File: config.mk
export PLATFORM = sky130hd
export DESIGN_NAME = port_status_led_serializer
export DESIGN_NICKNAME = d
export VERILOG_FILES = /design/src/rtl/led_pkg.sv /design/src/rtl/pulse_stretch.sv /design/src/rtl/port_status_led_serializer.sv
export VERILOG_INCLUDE_DIRS = /design/src /design/src/rtl
export SDC_FILE = /design/constraint.sdc
export NUM_CORES = 1
export LEC_CHECK = 0
export BUFFER_PORTS_ARGS = -buffer_cell sky130_fd_sc_hd__buf_4
export CAP_MARGIN = 20
export CELL_PAD_IN_SITES_DETAIL_PLACEMENT = 0
export CELL_PAD_IN_SITES_GLOBAL_PLACEMENT = 1
export CORE_MARGIN = 4
export CORE_UTILIZATION = 30
export CTS_CLUSTER_SIZE = 25
export DETAILED_ROUTE_END_ITERATION = 8
export PLACE_DENSITY_LB_ADDON = 0.12
export SYNTH_ARGS = -nofsm -noshare
export SYNTH_HDL_FRONTEND = slang
export SYNTH_SLANG_ARGS = --single-unit
File: constraint.sdc
create_clock -name pclk -period 3 [get_ports pclk]
set_clock_uncertainty 0.2 [all_clocks]
set_input_delay 0 -clock pclk [delete_from_list [all_inputs] [get_ports pclk]]
set_output_delay 0 -clock pclk [all_outputs]
set_load 0.01 [all_outputs]
File: src/rtl/led_consts.svh
// constants for the port status indicator and serial status block
`ifndef LED_CONSTS_SVH
`define LED_CONSTS_SVH

// clock and times
`define CLK_MHZ          50
`define PERIOD_US        1000
`define GAP_US           10
`define STRETCH_US       50000
`define US_TO_CYC(us)    ((us) * `CLK_MHZ)

// frame layout
`define PORTS            4
`define FRAME_BITS       24
`define BITS_PER_PORT    6
`define PORT0_MSB        23
`define F_TX             5
`define F_RX             4
`define F_LINK           3
`define F_DUP            2
`define F_SPD            1
`define F_COL            0
`define BIT_CNT_W        5

// register map
`define ADDR_W           12
`define REG_CTRL         12'h000
`define REG_STAT         12'h004
`define CTRL_W           8
`define CTRL_RESET       8'h00
`define CTRL_NOSTRETCH   0
`define CTRL_SEL1_LSB    2
`define CTRL_SEL2_LSB    4
`define CTRL_SEL3_LSB    6
`define SEL_W            2
`define STAT_BUSY        24
`define STAT_PEND        25

// reset and idle levels
`define IND_OFF          4'hF
`define SER_IDLE         1'b0

`endif

File: src/rtl/led_pkg.sv
// types shared by the status indicator block
`default_nettype none
package led_pkg;

    typedef enum logic [1:0] {
        ST_IDLE,
        ST_SHIFT,
        ST_GAP
    } frame_state_type;

endpackage
`default_nettype wire

File: src/rtl/pulse_stretch.sv
// on-time stretcher for one indicator condition
`default_nettype none
module pulse_stretch #(
    parameter int CYCLES = 1
) (
    // clock and reset
    input  wire logic pclk,
    input  wire logic presetn,
    // control and condition
    input  wire logic bypass,
    input  wire logic cond,
    output logic      on
);
    localparam int CW = $clog2(CYCLES + 1);

    logic [CW-1:0] cnt_q;
    logic [CW-1:0] cnt_d;
    wire           running = (cnt_q != '0);

    // reload while the condition is present, then run down
    assign cnt_d = cond    ? CW'(CYCLES)
                 : running ? cnt_q - 1'b1
                 : cnt_q;

    assign on = cond | (~bypass & running);

    always_ff @(posedge pclk or negedge presetn) begin
        if (!presetn) begin
            cnt_q <= '0;
        end else begin
            cnt_q <= cnt_d;
        end
    end
endmodule // pulse_stretch
`default_nettype wire

File: src/rtl/port_status_led_serializer.sv
// serial status frame and per-port indicator drivers with apb control
`default_nettype none
`include "led_consts.svh"
module port_status_led_serializer #(
    parameter int PERIOD_CYCLES  = `US_TO_CYC(`PERIOD_US),
    parameter int STRETCH_CYCLES = `US_TO_CYC(`STRETCH_US)
) (
    // clock and reset
    input  wire logic                pclk,
    input  wire logic                presetn,
    // apb slave
    input  wire logic                psel,
    input  wire logic                penable,
    input  wire logic                pwrite,
    input  wire logic [`ADDR_W-1:0]  paddr,
    input  wire logic [31:0]         pwdata,
    output logic      [31:0]         prdata,
    output logic                     pready,
    output logic                     pslverr,
    // per-port conditions, asynchronous
    input  wire logic [`PORTS-1:0]   tx_active,
    input  wire logic [`PORTS-1:0]   rx_active,
    input  wire logic [`PORTS-1:0]   link_up,
    input  wire logic [`PORTS-1:0]   full_duplex,
    input  wire logic [`PORTS-1:0]   speed_10,
    // serial status
    output logic                     status_serial_out,
    output logic                     status_frame_strobe,
    // per-port indicators, active low
    output logic [`PORTS-1:0]        port_indicator_first_n,
    output logic [`PORTS-1:0]        port_indicator_second_n,
    output logic [`PORTS-1:0]        port_indicator_third_n
);
    localparam int NIN = 5 * `PORTS;
    localparam int PW  = $clog2(PERIOD_CYCLES + 1);
    localparam int GAP_CYCLES = `US_TO_CYC(`GAP_US);
    localparam int GW  = $clog2(GAP_CYCLES + 1);

    // ------------------------------------------------------------
    // input synchronisers
    // ------------------------------------------------------------
    logic [NIN-1:0] sync1_q;
    logic [NIN-1:0] sync2_q;
    logic [NIN-1:0] sync3_q;
    logic [NIN-1:0] stable_q;
    logic [NIN-1:0] stable_d;
    wire  [NIN-1:0] raw_in = {speed_10, full_duplex, link_up,
                              rx_active, tx_active};

    // take a bit only once stages two and three agree
    assign stable_d = (sync2_q & sync3_q)
                    | (stable_q & (sync2_q ^ sync3_q));

    always_ff @(posedge pclk or negedge presetn) begin
        if (!presetn) begin
            sync1_q  <= '0;
            sync2_q  <= '0;
            sync3_q  <= '0;
            stable_q <= '0;
        end else begin
            sync1_q  <= raw_in;
            sync2_q  <= sync1_q;
            sync3_q  <= sync2_q;
            stable_q <= stable_d;
        end
    end

    wire [`PORTS-1:0] tx_s  = stable_q[0*`PORTS +: `PORTS];
    wire [`PORTS-1:0] rx_s  = stable_q[1*`PORTS +: `PORTS];
    wire [`PORTS-1:0] lnk_s = stable_q[2*`PORTS +: `PORTS];
    wire [`PORTS-1:0] fdx_s = stable_q[3*`PORTS +: `PORTS];
    wire [`PORTS-1:0] s10_s = stable_q[4*`PORTS +: `PORTS];
    wire [`PORTS-1:0] col_s = tx_s & rx_s;

    // ------------------------------------------------------------
    // frame assembly
    // ------------------------------------------------------------
    function automatic logic [`FRAME_BITS-1:0] build_frame(
        input logic [`PORTS-1:0] tx,
        input logic [`PORTS-1:0] rx,
        input logic [`PORTS-1:0] lnk,
        input logic [`PORTS-1:0] fdx,
        input logic [`PORTS-1:0] s10,
        input logic [`PORTS-1:0] col
    );
        logic [`FRAME_BITS-1:0] f;
        int                     base;
        f = '0;
        for (int p = 0; p < `PORTS; p++) begin
            base = `PORT0_MSB - `BITS_PER_PORT * p - (`BITS_PER_PORT - 1);
            f[base + `F_TX]   = ~tx[p];
            f[base + `F_RX]   = ~rx[p];
            f[base + `F_LINK] = ~lnk[p];
            f[base + `F_DUP]  = fdx[p];
            f[base + `F_SPD]  = s10[p];
            f[base + `F_COL]  = ~col[p];
        end
        return f;
    endfunction

    wire [`FRAME_BITS-1:0] frame_now =
        build_frame(tx_s, rx_s, lnk_s, fdx_s, s10_s, col_s);

    // ------------------------------------------------------------
    // burst scheduling
    // ------------------------------------------------------------
    led_pkg::frame_state_type state_q;
    led_pkg::frame_state_type state_d;

    logic [`FRAME_BITS-1:0] frame_prev_q;
    logic [`FRAME_BITS-1:0] sent_q;
    logic [`FRAME_BITS-1:0] sent_d;
    logic [`FRAME_BITS-1:0] shreg_q;
    logic [`FRAME_BITS-1:0] shreg_d;
    logic [`BIT_CNT_W-1:0]  bit_cnt_q;
    logic [`BIT_CNT_W-1:0]  bit_cnt_d;
    logic [PW-1:0]          period_cnt_q;
    logic [PW-1:0]          period_cnt_d;
    logic [GW-1:0]          gap_cnt_q;
    logic [GW-1:0]          gap_cnt_d;
    logic                   pend_q;
    logic                   pend_d;
    logic                   ser_q;
    logic                   ser_d;
    logic                   strobe_q;
    logic                   strobe_d;

    wire in_idle  = (state_q == led_pkg::ST_IDLE);
    wire in_shift = (state_q == led_pkg::ST_SHIFT);
    wire in_gap   = (state_q == led_pkg::ST_GAP);

    wire changed    = (frame_now != frame_prev_q);
    // saturates until the next burst start
    wire period_hit = (period_cnt_q == PW'(PERIOD_CYCLES - 1));
    wire start      = in_idle & (period_hit | pend_q);
    wire bit_last   = (bit_cnt_q == `BIT_CNT_W'(`FRAME_BITS - 1));
    wire gap_done   = (gap_cnt_q == GW'(GAP_CYCLES - 1));

    // a change in the clearing cycle still counts
    assign pend_d = changed | (pend_q & ~start);

    assign period_cnt_d = start      ? '0
                        : period_hit ? period_cnt_q
                        : period_cnt_q + 1'b1;

    assign gap_cnt_d = in_gap ? gap_cnt_q + 1'b1 : '0;

    // snapshot all bits at the burst start
    assign sent_d = start ? frame_now : sent_q;

    assign shreg_d = start    ? frame_now
                   : in_shift ? {shreg_q[`FRAME_BITS-2:0], 1'b0}
                   : shreg_q;

    assign bit_cnt_d = in_shift ? bit_cnt_q + 1'b1 : '0;

    // msb first, strobe exactly over the data bits
    assign ser_d    = in_shift ? shreg_q[`FRAME_BITS-1]
                    : `SER_IDLE;
    assign strobe_d = in_shift;

    always_comb begin
        state_d = state_q;
        unique case (state_q)
            led_pkg::ST_IDLE: begin
                if (start) begin
                    state_d = led_pkg::ST_SHIFT;
                end
            end
            led_pkg::ST_SHIFT: begin
                if (bit_last) begin
                    state_d = led_pkg::ST_GAP;
                end
            end
            led_pkg::ST_GAP: begin
                if (gap_done) begin
                    state_d = led_pkg::ST_IDLE;
                end
            end
            default: begin
                state_d = led_pkg::ST_IDLE;
            end
        endcase
    end

    always_ff @(posedge pclk or negedge presetn) begin
        if (!presetn) begin
            state_q      <= led_pkg::ST_IDLE;
            frame_prev_q <= '0;
            sent_q       <= '0;
            shreg_q      <= '0;
            bit_cnt_q    <= '0;
            period_cnt_q <= '0;
            gap_cnt_q    <= '0;
            pend_q       <= 1'b0;
            ser_q        <= `SER_IDLE;
            strobe_q     <= 1'b0;
        end else begin
            state_q      <= state_d;
            frame_prev_q <= frame_now;
            sent_q       <= sent_d;
            shreg_q      <= shreg_d;
            bit_cnt_q    <= bit_cnt_d;
            period_cnt_q <= period_cnt_d;
            gap_cnt_q    <= gap_cnt_d;
            pend_q       <= pend_d;
            ser_q        <= ser_d;
            strobe_q     <= strobe_d;
        end
    end

    assign status_serial_out   = ser_q;
    assign status_frame_strobe = strobe_q;

    // ------------------------------------------------------------
    // apb register slave
    // ------------------------------------------------------------
    logic [`CTRL_W-1:0] ctrl_q;
    logic [`CTRL_W-1:0] ctrl_d;
    logic [31:0]        prdata_q;
    logic [31:0]        prdata_d;
    logic               pready_q;
    logic               pslverr_q;

    wire setup    = psel & ~penable;
    wire access   = psel & penable & pready_q;
    wire hit_ctrl = (paddr == `REG_CTRL);
    wire hit_stat = (paddr == `REG_STAT);
    wire mapped   = hit_ctrl | hit_stat;

    wire [31:0] stat_word = {6'h00, pend_q, ~in_idle, sent_q};
    wire [31:0] ctrl_word = {24'h000000, ctrl_q};
    wire [31:0] rd_word   = hit_ctrl ? ctrl_word
                          : hit_stat ? stat_word
                          : 32'h00000000;

    assign ctrl_d = (access & pwrite & hit_ctrl)
                  ? pwdata[`CTRL_W-1:0] : ctrl_q;
    assign prdata_d = (setup & ~pwrite) ? rd_word : prdata_q;

    always_ff @(posedge pclk or negedge presetn) begin
        if (!presetn) begin
            ctrl_q    <= `CTRL_RESET;
            prdata_q  <= 32'h00000000;
            pready_q  <= 1'b0;
            pslverr_q <= 1'b0;
        end else begin
            ctrl_q    <= ctrl_d;
            prdata_q  <= prdata_d;
            pready_q  <= setup;
            pslverr_q <= setup & ~mapped;
        end
    end

    assign prdata  = prdata_q;
    assign pready  = pready_q;
    assign pslverr = pslverr_q;

    wire nostretch = ctrl_q[`CTRL_NOSTRETCH];
    wire [`SEL_W-1:0] sel1 = ctrl_q[`CTRL_SEL1_LSB +: `SEL_W];
    wire [`SEL_W-1:0] sel2 = ctrl_q[`CTRL_SEL2_LSB +: `SEL_W];
    wire [`SEL_W-1:0] sel3 = ctrl_q[`CTRL_SEL3_LSB +: `SEL_W];

    // ------------------------------------------------------------
    // per-port indicators
    // ------------------------------------------------------------
    function automatic logic pick(
        input logic [`SEL_W-1:0] sel,
        input logic [3:0]        cond
    );
        return cond[sel];
    endfunction

    logic [`PORTS-1:0] cond1;
    logic [`PORTS-1:0] cond2;
    logic [`PORTS-1:0] cond3;
    logic [`PORTS-1:0] on1;
    logic [`PORTS-1:0] on2;
    logic [`PORTS-1:0] on3;
    wire  [`PORTS-1:0] s100_s = ~s10_s;

    for (genvar p = 0; p < `PORTS; p++) begin : g_port
        assign cond1[p] = pick(sel1, {fdx_s[p], lnk_s[p],
                                      rx_s[p], tx_s[p]});
        assign cond2[p] = pick(sel2, {s100_s[p], fdx_s[p],
                                      lnk_s[p], rx_s[p]});
        assign cond3[p] = pick(sel3, {col_s[p], s100_s[p],
                                      fdx_s[p], lnk_s[p]});

        pulse_stretch #(
            .CYCLES (STRETCH_CYCLES)
        ) u_str1 (
            .pclk    (pclk),
            .presetn (presetn),
            .bypass  (nostretch),
            .cond    (cond1[p]),
            .on      (on1[p])
        );
        pulse_stretch #(
            .CYCLES (STRETCH_CYCLES)
        ) u_str2 (
            .pclk    (pclk),
            .presetn (presetn),
            .bypass  (nostretch),
            .cond    (cond2[p]),
            .on      (on2[p])
        );
        pulse_stretch #(
            .CYCLES (STRETCH_CYCLES)
        ) u_str3 (
            .pclk    (pclk),
            .presetn (presetn),
            .bypass  (nostretch),
            .cond    (cond3[p]),
            .on      (on3[p])
        );
    end

    logic [`PORTS-1:0] ind1_q;
    logic [`PORTS-1:0] ind2_q;
    logic [`PORTS-1:0] ind3_q;

    // drive low while on
    always_ff @(posedge pclk or negedge presetn) begin
        if (!presetn) begin
            ind1_q <= `IND_OFF;
            ind2_q <= `IND_OFF;
            ind3_q <= `IND_OFF;
        end else begin
            ind1_q <= ~on1;
            ind2_q <= ~on2;
            ind3_q <= ~on3;
        end
    end

    assign port_indicator_first_n  = ind1_q;
    assign port_indicator_second_n = ind2_q;
    assign port_indicator_third_n  = ind3_q;
endmodule // port_status_led_serializer
`default_nettype wire

==> results by group, run 1 <==
Yosys
  • Netlist cell types: 78
  • Ys flop type: dfrtp_1
  • Synthesized area: 23200 µm²
  • FFs w/ async S/R, synth: 1.00
  • Yosys warning count: 0
  • Mapped Cells: 2230
  • Mean Syn Cell Area: 10.4 µm²
  • Post-synth EDFFs: 0
  • FF+latch count, synth: 499
  • Seq/Total Area, Yosys: 0.538

Timing
  • Final hold vios: 0
  • Highest clock rate: 0.346 GHz
  • Number of setup violations in the final report: 0
  • Pins Over Slew Limit: 0
  • Slew HR: 0.442
  • Worst Max-Slew Pin Slew: 0.831 ns
  • Minimum clock period: 2.89 ns
  • TNS Setup: 0 ns
  • Post-route setup slack: 0.111 ns
  • Tcrit/Tclk final: 0.963
  • Final hold slack: 0.134 ns

Floorplanning
  • Die Wd: 286 µm
  • Die H: 286 µm
  • Starting Density: 0.304
  • Std cell rows: 101
  • Ports: 117
  • CORE AREA: 76300 µm²
  • Die area: 81900 µm²

Global routing
  • Overall Global Routing Usage: 0.145
  • GR Overflow Total: 0
  • Initial antenna violation count: 2
  • Vias in the first global route: 17400
  • Global-route wire length before repair: 97600 µm
  • Pin count of the biggest net entering global routing: 95

Worst setup path
  • Worst setup SP type: primary input
  • Crit end category: flip-flop
  • Crit-path max FO: 27
  • CP peak stage delay: 0.60 ns
  • CP bufs+invs: 6
  • WP data arrival: 3.23 ns
  • Crit path top cell by count: dlygate4sd3_1
  • Setup slack, reg-to-reg: 0.32 ns
  • CP top delay family: buffers and inverters
  • Critical path required time: 3.34 ns
  • Crit-path cells: dlygate4sd3_1 > buf_4 > dlygate4sd3_1 > nor2b_1 > dlygate4sd3_1 > nand2b_1 > buf_6 > or2_4 > o21ai_0 > dlygate4sd3_1
  • Critical path's slowest cell: dlygate4sd3_1
  • Crit path kind: primary input to flip-flop

Route
  • Drt total wl: 59300 µm
  • Post-DRT Antenna Nets: 0
  • Drt first-iter violations: 948
  • Routed vias: 17200
  • Vias/cell: 4.90
  • DRC viols: 0
  • WL per Instance: 16.9 µm
  • DR pass1 iterations: 4

Clocking
  • Worst-skew pair later-pin latency: 0.61 ns
  • Longest Clk Path Bufs: 3
  • Reg clk slew, reported paths: 0.06 ns
  • TritonCTS clock tree: yes
  • CTS root buf: clkbuf_16
  • Clock sinks: 499
  • Total CTS buffers: 59
  • CTS H-tree lvls: 2
  • Setup bufs post-CTS: 0

Layout
  • Layout cells sized above 1: 0.139
  • Area growth from synthesis to layout: 21.3%
  • Post-Route Utilization: 0.369
  • Layout Nets: 2544

Power and ir drop
  • Sw frac: 0.281
  • Clock power share: 0.403
  • Max IR drop VDD: 410 µV
  • Reg power frac: 0.451
  • Net switching power: 4940 µW
  • Comb power frac: 0.146
  • Total power: 17600 µW
  • Leakage: 0.0114 µW
  • Pint: 12600 µW
  • Pwr/cell area: 624 nW/µm²

Job
  • Max_cap viols: 0

Placement
  • Global placement routability congestion: 0.774
  • Post-DP HPWL: 39900 µm
  • Worst slack, placed: 0.309 ns
  • Port Buffer Count: 86

Hold path
  • HP Class: flip-flop to flip-flop

Run status
  • Status: completed
==> logic make-up (layout without fill, tap and decap cells) <==
group / Yosys count / after routing / share of synthesized area
fa+ha+maj: 35 / 35 / 0.0189
flops: 499 / 499 / 0.538
mux: 50 / 50 / 0.0274
other cells: 1 / 7 / 0.000161
xor+xnor: 197 / 197 / 0.0743
compound gates: 379 / 379 / 0.108
simple gates: 907 / 907 / 0.205
buf+inv: 162 / 414 / 0.0279
==> Yosys cell counts, drive strengths merged, types with 9 or more instances <==
cell | count | share of area
dfrtp | 487 | 0.52
nor2 | 241 | 0.039
nand2 | 166 | 0.027
o21ai | 127 | 0.027
xor2 | 113 | 0.043
xnor2 | 84 | 0.032
nor3 | 78 | 0.017
a21oi | 77 | 0.017
clkbuf | 77 | 0.012
nand3 | 74 | 0.016
inv | 66 | 0.011
nor4 | 65 | 0.020
or4 | 54 | 0.018
or3 | 44 | 0.012
nand4 | 36 | 0.0097
ha | 35 | 0.019
mux2i | 32 | 0.014
nand2b | 27 | 0.0073
a211oi | 25 | 0.0081
a21o | 22 | 0.0071
o211ai | 21 | 0.0068
buf | 19 | 0.0047
a22o | 18 | 0.0068
and3 | 16 | 0.0043
o31ai | 16 | 0.0058
o221a | 15 | 0.0073
nor2b | 14 | 0.0038
nand4b | 13 | 0.0049
nor4b | 13 | 0.0052
dfstp | 12 | 0.014
nor3b | 12 | 0.0039
or2 | 12 | 0.0032
o21a | 11 | 0.0036
and2 | 10 | 0.0027
mux4 | 10 | 0.0097
a2111oi | 9 | 0.0045
and4 | 9 | 0.0034
==> cell usage in the layout (no fill, tap or decap), types with 11 or more instances in the layout <==
cell           count
nand4b_1          13
o21a_1            11
o211ai_1          21
or3_1             44
a21o_1            22
o31ai_1           15
dfstp_2           12
o221a_2           15
inv_1             66
xnor2_1           84
nand3_1           74
mux2i_1           32
buf_4            154
a21oi_1           75
nor3b_1           12
dlygate4sd3_1     75
clkbuf_16         59
or4_1             51
nor2b_1           14
nand4_1           36
a22o_1            18
nand2b_1          27
nor4b_1           12
ha_1              35
xor2_1           113
o21ai_0          121
clkbuf_1          14
nor2_1           241
dfrtp_1          487
nor4_1            59
clkinv_2          15
nand2_1          166
nor3_1            75
a211oi_1          25
and3_1            16
==> power groups by stage <==
stage | combinational (µW) | clock [µW] | sequential [µW]
6_report | 2560 | 7090 | 7930
5_1_grt | 2940 | 7700 | 8020
4_1_cts | 2620 | 7390 | 7930
3_5_place_dp | 2530 | 0 | 8040
3_3_place_gp | 2500 | 0 | 8030
2_1_floorplan | 1740 | 0 | 7870
==> per-layer routing <==
| metal | track usage | wire, µm |
|---|---|---|
| met5 | 0 | 0 |
| met2 | 0.231 | 27000 |
| met4 | 0.0289 | 961 |
| met3 | 0.0254 | 2280 |
| met1 | 0.209 | 29100 |
==> layout make-up <==
cell class / instances / area (µm²)
fillers: 7717 / 48100
flip-flops and latches: 499 / 12500
multi-input cells: 1574 / 10100
repair buffers: 240 / 2110
clock buffers: 83 / 1670
well taps: 1030 / 1290
clock inverters: 25 / 258
inverters: 66 / 248
diodes: 1 / 2.50
==> flip-flops by register name (all words and copies together), names as in the netlist, 5 cells and up <==
name                 count
bit_cnt_q                5
shreg_q                 24
prdata                  26
sync3_q                 20
g_port.u_str1.cnt_q     88
gap_cnt_q                9
sent_q                  24
stable_q                20
ctrl_q                   8
sync2_q                 20
g_port.u_str3.cnt_q     88
sync1_q                 20
frame_prev_q            24
g_port.u_str2.cnt_q     88
period_cnt_q            16
==> timing repair <==
item | 4_1_cts | 5_1_grt
endpoints found under the setup margin | 0 | 8
hold buffers | 76 | 0
gates resized for setup | 0 | 3
hold endpoints to repair | 538 | 0
==> worst paths after layout <==
kind                                                  startpoint                                      to  cells after the start
hold reg to reg                            sync1_q[13]$_DFF_PN0_                   sync2_q[13]$_DFF_PN0_                      0
setup reg to reg           g_port[2].u_str3.cnt_q[0]$_DFFE_PN0P_  g_port[2].u_str3.cnt_q[16]$_DFFE_PN0P_                      6
max in group asynchronous                                presetn                    sync3_q[5]$_DFF_PN0_                      5
setup / recovery                                         penable                   prdata[1]$_DFFE_PN0P_                     10
hold / removal                             sync1_q[13]$_DFF_PN0_                   sync2_q[13]$_DFF_PN0_                      0
min in group asynchronous                                presetn    port_indicator_second_n[0]$_DFF_PN1_                      3
==> through the flow <==
stage	std cells	cell area [µm²]
global route	3517	28200
floorplan	2235	23200
global placement	3333	25500
finish	3518	28200
CTS	3517	28200
detailed placement	3333	25500
No activity file was read; power rests on OpenSTA's default activity.
==> inputs of run 2 (changes only) <==
--- a/config.mk
+++ b/config.mk
@@ -15,6 +15,7 @@
 export CTS_CLUSTER_SIZE = 25
 export DETAILED_ROUTE_END_ITERATION = 8
 export PLACE_DENSITY_LB_ADDON = 0.12
+export SETUP_SLACK_MARGIN = 0.3
 export SYNTH_ARGS = -nofsm -noshare
 export SYNTH_HDL_FRONTEND = slang
 export SYNTH_SLANG_ARGS = --single-unit
==> results by group, run 2 (synthesis results as in run 1) <==
Run status
  • Status: completed

Power and ir drop
  • Reg power frac: 0.451
  • Clock power share: 0.403
  • Pwr/cell area: 623 nW/µm²
  • Pint: 12600 µW
  • Max IR drop VDD: 409 µV
  • Total power: 17600 µW
  • Sw frac: 0.281
  • Net switching power: 4950 µW
  • Leakage: 0.0114 µW
  • Comb power frac: 0.146

Timing
  • Post-route setup slack: 0.377 ns
  • Slew HR: 0.445
  • Final hold slack: 0.0835 ns
  • Final hold vios: 0
  • TNS Setup: 0 ns
  • Pins Over Slew Limit: 0
  • Worst Max-Slew Pin Slew: 0.827 ns
  • RSZ-0062 raised after global routing: true
  • Tcrit/Tclk final: 0.874
  • Highest clock rate: 0.381 GHz
  • Number of setup violations in the final report: 0
  • Minimum clock period: 2.62 ns

Clocking
  • Reg clk slew, reported paths: 0.06 ns
  • TritonCTS clock tree: yes
  • CTS H-tree lvls: 2
  • Worst-skew pair later-pin latency: 0.62 ns
  • Setup bufs post-CTS: 0
  • Longest Clk Path Bufs: 3
  • Total CTS buffers: 59
  • CTS root buf: clkbuf_16
  • Clock sinks: 499

Route
  • Routed vias: 17300
  • WL per Instance: 16.9 µm
  • DR pass1 iterations: 4
  • DRC viols: 0
  • Drt total wl: 59400 µm
  • Vias/cell: 4.92
  • Drt first-iter violations: 951
  • Post-DRT Antenna Nets: 0

Placement
  • Global placement routability congestion: 0.774
  • Post-DP HPWL: 39900 µm
  • Port Buffer Count: 86
  • Worst slack, placed: 0.309 ns

Worst setup path
  • Setup slack, reg-to-reg: 0.38 ns
  • Reg2reg end: g_port[3].u_str1.cnt_q[16]$_DFFE_PN0P_
  • R2r startpoint: g_port[3].u_str1.cnt_q[0]$_DFFE_PN0P_
  • Crit-path max FO: 3
  • Crit path kind: flip-flop to flip-flop
  • Critical path required time: 3.30 ns
  • Cells on worst reg2reg path: 6
  • Worst setup SP type: flip-flop
  • Crit end category: flip-flop
  • WP data arrival: 2.92 ns

Floorplanning
  • CORE AREA: 76300 µm²
  • Die area: 81900 µm²
  • Std cell rows: 101
  • Die Wd: 286 µm
  • Ports: 117
  • Die H: 286 µm
  • Starting Density: 0.304

Layout
  • Fillcell total: 7710
  • Largest registers: g_port.u_str1.cnt_q (88), g_port.u_str2.cnt_q (88), g_port.u_str3.cnt_q (88)
  • Commonest cells after routing, fill and taps aside: 487 x dfrtp_1, 240 x nor2_1, 166 x nand2_1, 156 x buf_4, 120 x o21ai_0
  • Commonest non-fill, non-tap cell in the layout: dfrtp_1
  • Multi-input gate area: 10200 µm²
  • Layout Nets: 2544
  • Reg area: 12500 µm²
  • Layout cells sized above 1: 0.144
  • Area growth from synthesis to layout: 21.6%

Hold path
  • HP Class: primary input to flip-flop
  • Hold path startpoint: psel
  • Hold path endpoint: pready$_DFF_PN0_
  • Hold path depth: 3

Global routing
  • Busiest layer in global routing: met2
  • Met3 Use GR: 0.0255
  • Overall Global Routing Usage: 0.145
  • Global-route wire length before repair: 97600 µm
  • Vias in the first global route: 17400
  • Pin count of the biggest net entering global routing: 95
  • M2 GR Usage: 0.230
  • Initial antenna violation count: 2
  • GR Overflow Total: 0
  • Global Route met1 Usage: 0.209

Job
  • Max_cap viols: 0
[run 2: layer usage]
metal  vias up  routed length (µm)
li1       8402                   -
met1      8580               29000
met2       257               27000
met3        65                2410
met4         0                 956
met5         -                   0
[run 2: final cells by class]
class,instances,share of cell area
Multi-Input combinational cell,1574,0.360
Inverter,66,0.00877
Timing Repair Buffer,240,0.0745
Tap cell,1030,0.0456
Clock inverter,25,0.00913
Clock buffer,83,0.0590
Sequential cell,499,0.443
Antenna cell,1,0.0000886
[run 2: worst max-delay path, stage by stage, from the launching register on]
cell and delay, ns:
dfrtp_1 0.39, inv_1 0.10, ha_1 0.17, or3b_2 0.49, or3_1 0.39, or4b_4 0.50
a31o_2 0.26
[run 2: through the flow]
step | std cells | instance area, µm² | util
final | 3518 | 28200 | 0.370
after global routing | 3517 | 28200 | 0.370
after CTS | 3517 | 28200 | 0.369
after detailed placement | 3333 | 25500 | 0.334
after global placement | 3333 | 25500 | 0.334
after floorplan | 2235 | 23200 | -
[run 2: worst max path at each step]
stage	start	to	slack (ns)
floorplan	g_port[3].u_str1.cnt_q[0]$_DFFE_PN0P_	g_port[3].u_str1.cnt_q[16]$_DFFE_PN0P_	0.40
global placement	period_cnt_q[10]$_DFFE_PN0P_	shreg_q[12]$_DFFE_PN0P_	0.32
detailed placement	period_cnt_q[10]$_DFFE_PN0P_	shreg_q[12]$_DFFE_PN0P_	0.31
CTS	g_port[2].u_str3.cnt_q[0]$_DFFE_PN0P_	g_port[2].u_str3.cnt_q[16]$_DFFE_PN0P_	0.31
global route	g_port[2].u_str1.cnt_q[4]$_DFFE_PN0P_	g_port[2].u_str1.cnt_q[1]$_DFFE_PN0P_	0.23
finish	g_port[3].u_str1.cnt_q[0]$_DFFE_PN0P_	g_port[3].u_str1.cnt_q[16]$_DFFE_PN0P_	0.38
[run 2: power by group through the flow]
stage,Combinational (µW),Clock [µW],Sequential (µW)
detailed placement,2530,0,8040
finish,2570,7090,7940
global route,2950,7700,8030
global placement,2500,0,8030
CTS,2620,7390,7930
floorplan,1740,0,7870
[run 2: what timing repair did]
action,in CTS,in global routing
endpoints found under the hold margin,538,0
setup endpoints to repair,1,33
pin swaps,0,0
hold buffers,76,0
resized for setup,1,14
==> inputs of run 3 (changes only) <==
--- a/config.mk
+++ b/config.mk
@@ -8,14 +8,11 @@
 export LEC_CHECK = 0
 export BUFFER_PORTS_ARGS = -buffer_cell sky130_fd_sc_hd__buf_4
 export CAP_MARGIN = 20
-export CELL_PAD_IN_SITES_DETAIL_PLACEMENT = 0
-export CELL_PAD_IN_SITES_GLOBAL_PLACEMENT = 1
 export CORE_MARGIN = 4
 export CORE_UTILIZATION = 30
 export CTS_CLUSTER_SIZE = 25
 export DETAILED_ROUTE_END_ITERATION = 8
 export PLACE_DENSITY_LB_ADDON = 0.12
-export SETUP_SLACK_MARGIN = 0.3
 export SYNTH_ARGS = -nofsm -noshare
 export SYNTH_HDL_FRONTEND = slang
 export SYNTH_SLANG_ARGS = --single-unit
==> results by group, run 3 (synthesis results as in run 1) <==
Floorplanning
  • Ports: 117
  • Die area: 81900 µm²
  • Std cell rows: 101
  • Die H: 286 µm
  • CORE AREA: 76300 µm²
  • Starting Density: 0.304
  • Die Wd: 286 µm

Layout
  • Commonest non-fill, non-tap cell in the layout: dfrtp_1
  • Design area: 28300 µm²
  • Largest registers: g_port.u_str1.cnt_q (88), g_port.u_str2.cnt_q (88), g_port.u_str3.cnt_q (88)
  • Area growth from synthesis to layout: 21.7%
  • Layout Nets: 2533
  • Layout cells sized above 1: 0.136
  • Commonest cells after routing, fill and taps aside: 487 x dfrtp_1, 241 x nor2_1, 166 x nand2_1, 147 x buf_4, 121 x o21ai_0

Timing
  • Slew HR: 0.463
  • TNS Setup: 0 ns
  • Highest clock rate: 0.357 GHz
  • Tcrit/Tclk final: 0.934
  • Worst Max-Slew Pin Slew: 0.806 ns
  • Final hold vios: 0
  • RSZ-0062 raised after global routing: false
  • Pins Over Slew Limit: 0
  • Minimum clock period: 2.80 ns
  • Number of setup violations in the final report: 0

Global routing
  • GR Overflow Total: 0
  • Global-route wire length before repair: 95300 µm
  • Vias in the first global route: 17400
  • Initial antenna violation count: 2
  • Overall Global Routing Usage: 0.141
  • Pin count of the biggest net entering global routing: 91

Worst setup path
  • WP data arrival: 3.16 ns
  • Critical path required time: 3.36 ns
  • Cells on worst reg2reg path: 6
  • R2r startpoint: g_port[2].u_str3.cnt_q[0]$_DFFE_PN0P_
  • Crit-path max FO: 9
  • Crit end category: flip-flop
  • Crit path kind: primary input to flip-flop
  • Worst setup SP type: primary input
  • Setup slack, reg-to-reg: 0.33 ns
  • Reg2reg end: g_port[2].u_str3.cnt_q[16]$_DFFE_PN0P_

Route
  • DRC viols: 0
  • Routed vias: 17200
  • Post-DRT Antenna Nets: 0
  • Vias/cell: 4.90
  • Drt first-iter violations: 1017
  • Drt total wl: 58000 µm
  • DR pass1 iterations: 6
  • WL per Instance: 16.5 µm

Placement
  • Port Buffer Count: 86
  • Dpl cell area: 25400 µm²
  • Post-DP HPWL: 39300 µm
  • Global placement routability congestion: 0.770

Clocking
  • Setup bufs post-CTS: 0
  • Longest Clk Path Bufs: 3
  • TritonCTS clock tree: yes
  • Total CTS buffers: 60
  • CTS root buf: clkbuf_16
  • CTS H-tree lvls: 2
  • Worst-skew pair later-pin latency: 0.63 ns
  • Reg clk slew, reported paths: 0.06 ns
  • Clock sinks: 499

Job
  • Max_cap viols: 0

Hold path
  • Hold path endpoint: pslverr$_DFF_PN0_
  • HP Class: primary input to flip-flop
  • Hold path startpoint: paddr[11]
  • Hold path depth: 5

Power and ir drop
  • Pwr/cell area: 643 nW/µm²
  • Max IR drop VDD: 431 µV
  • Leakage: 0.0114 µW

Run status
  • Status: completed
## run 3: report_power, final
group | internal (µW) | switching [µW] | leakage, µW
sequential | 7320 | 618 | 0.00599
combinational | 1110 | 1420 | 0.00442
clock | 4760 | 2930 | 0.00103
## run 3: final cells by class
cell class,instances,area [µm²]
timing repair buffer,228,1980
sequential,499,12500
multi-input combinational,1574,10100
inverter,66,248
antenna,1,2.50
clock buffer,90,1770
fill,7642,48100
clock inverter,21,354
tap,1030,1290
## run 3: what timing repair did
item | CTS | global route
hold buffers | 73 | 0
hold endpoints to repair | 543 | 0
setup endpoints to repair | 0 | 18
resized for setup | 0 | 2
## run 3: metrics by stage
step                std cells  hold slack [ns]  utilization  power, µW  setup slack (ns)
floorplan                2235           -0.496            -       9610             0.403
CTS                      3508           0.0868        0.370      18500             0.115
detailed placement       3324          -0.0897        0.333      10500             0.328
global route             3508            0.150        0.370      19200            0.0695
finish                   3509            0.132        0.370      18200             0.199
global placement         3324          -0.0908        0.333      10500             0.340
## run 3: worst max path at each step
stage / startpoint / endpoint / depth (start not counted)
after floorplan: g_port[3].u_str1.cnt_q[0]$_DFFE_PN0P_ / g_port[3].u_str1.cnt_q[16]$_DFFE_PN0P_ / 7
after global placement: g_port[2].u_str3.cnt_q[0]$_DFFE_PN0P_ / g_port[2].u_str3.cnt_q[16]$_DFFE_PN0P_ / 6
after detailed placement: g_port[2].u_str3.cnt_q[0]$_DFFE_PN0P_ / g_port[2].u_str3.cnt_q[16]$_DFFE_PN0P_ / 6
after CTS: penable / prdata[12]$_DFFE_PN0P_ / 11
after global routing: paddr[4] / ctrl_q[0]$_DFFE_PN0P_ / 11
final: paddr[4] / ctrl_q[0]$_DFFE_PN0P_ / 11
## run 3: critical path, cell delays in order
cell and delay [ns]:
dlygate4sd3_1 0.54, buf_4 0.13, nor4_1 0.14, dlygate4sd3_1 0.58, nand3_1 0.11, nor3_2 0.17
buf_4 0.23, nand2_1 0.07, dlygate4sd3_1 0.55, o21ai_0 0.08, dlygate4sd3_1 0.58
## run 3: metal layers
| metal | GRT usage | vias up | share of wire |
|---|---|---|---|
| met4 | 0.0402 | 2 | 0.025 |
| met2 | 0.220 | 273 | 0.44 |
| met3 | 0.0264 | 88 | 0.041 |
| met5 | 0 | - | 0.00022 |
| li1 | - | 8401 | - |
| met1 | 0.201 | 8442 | 0.49 |
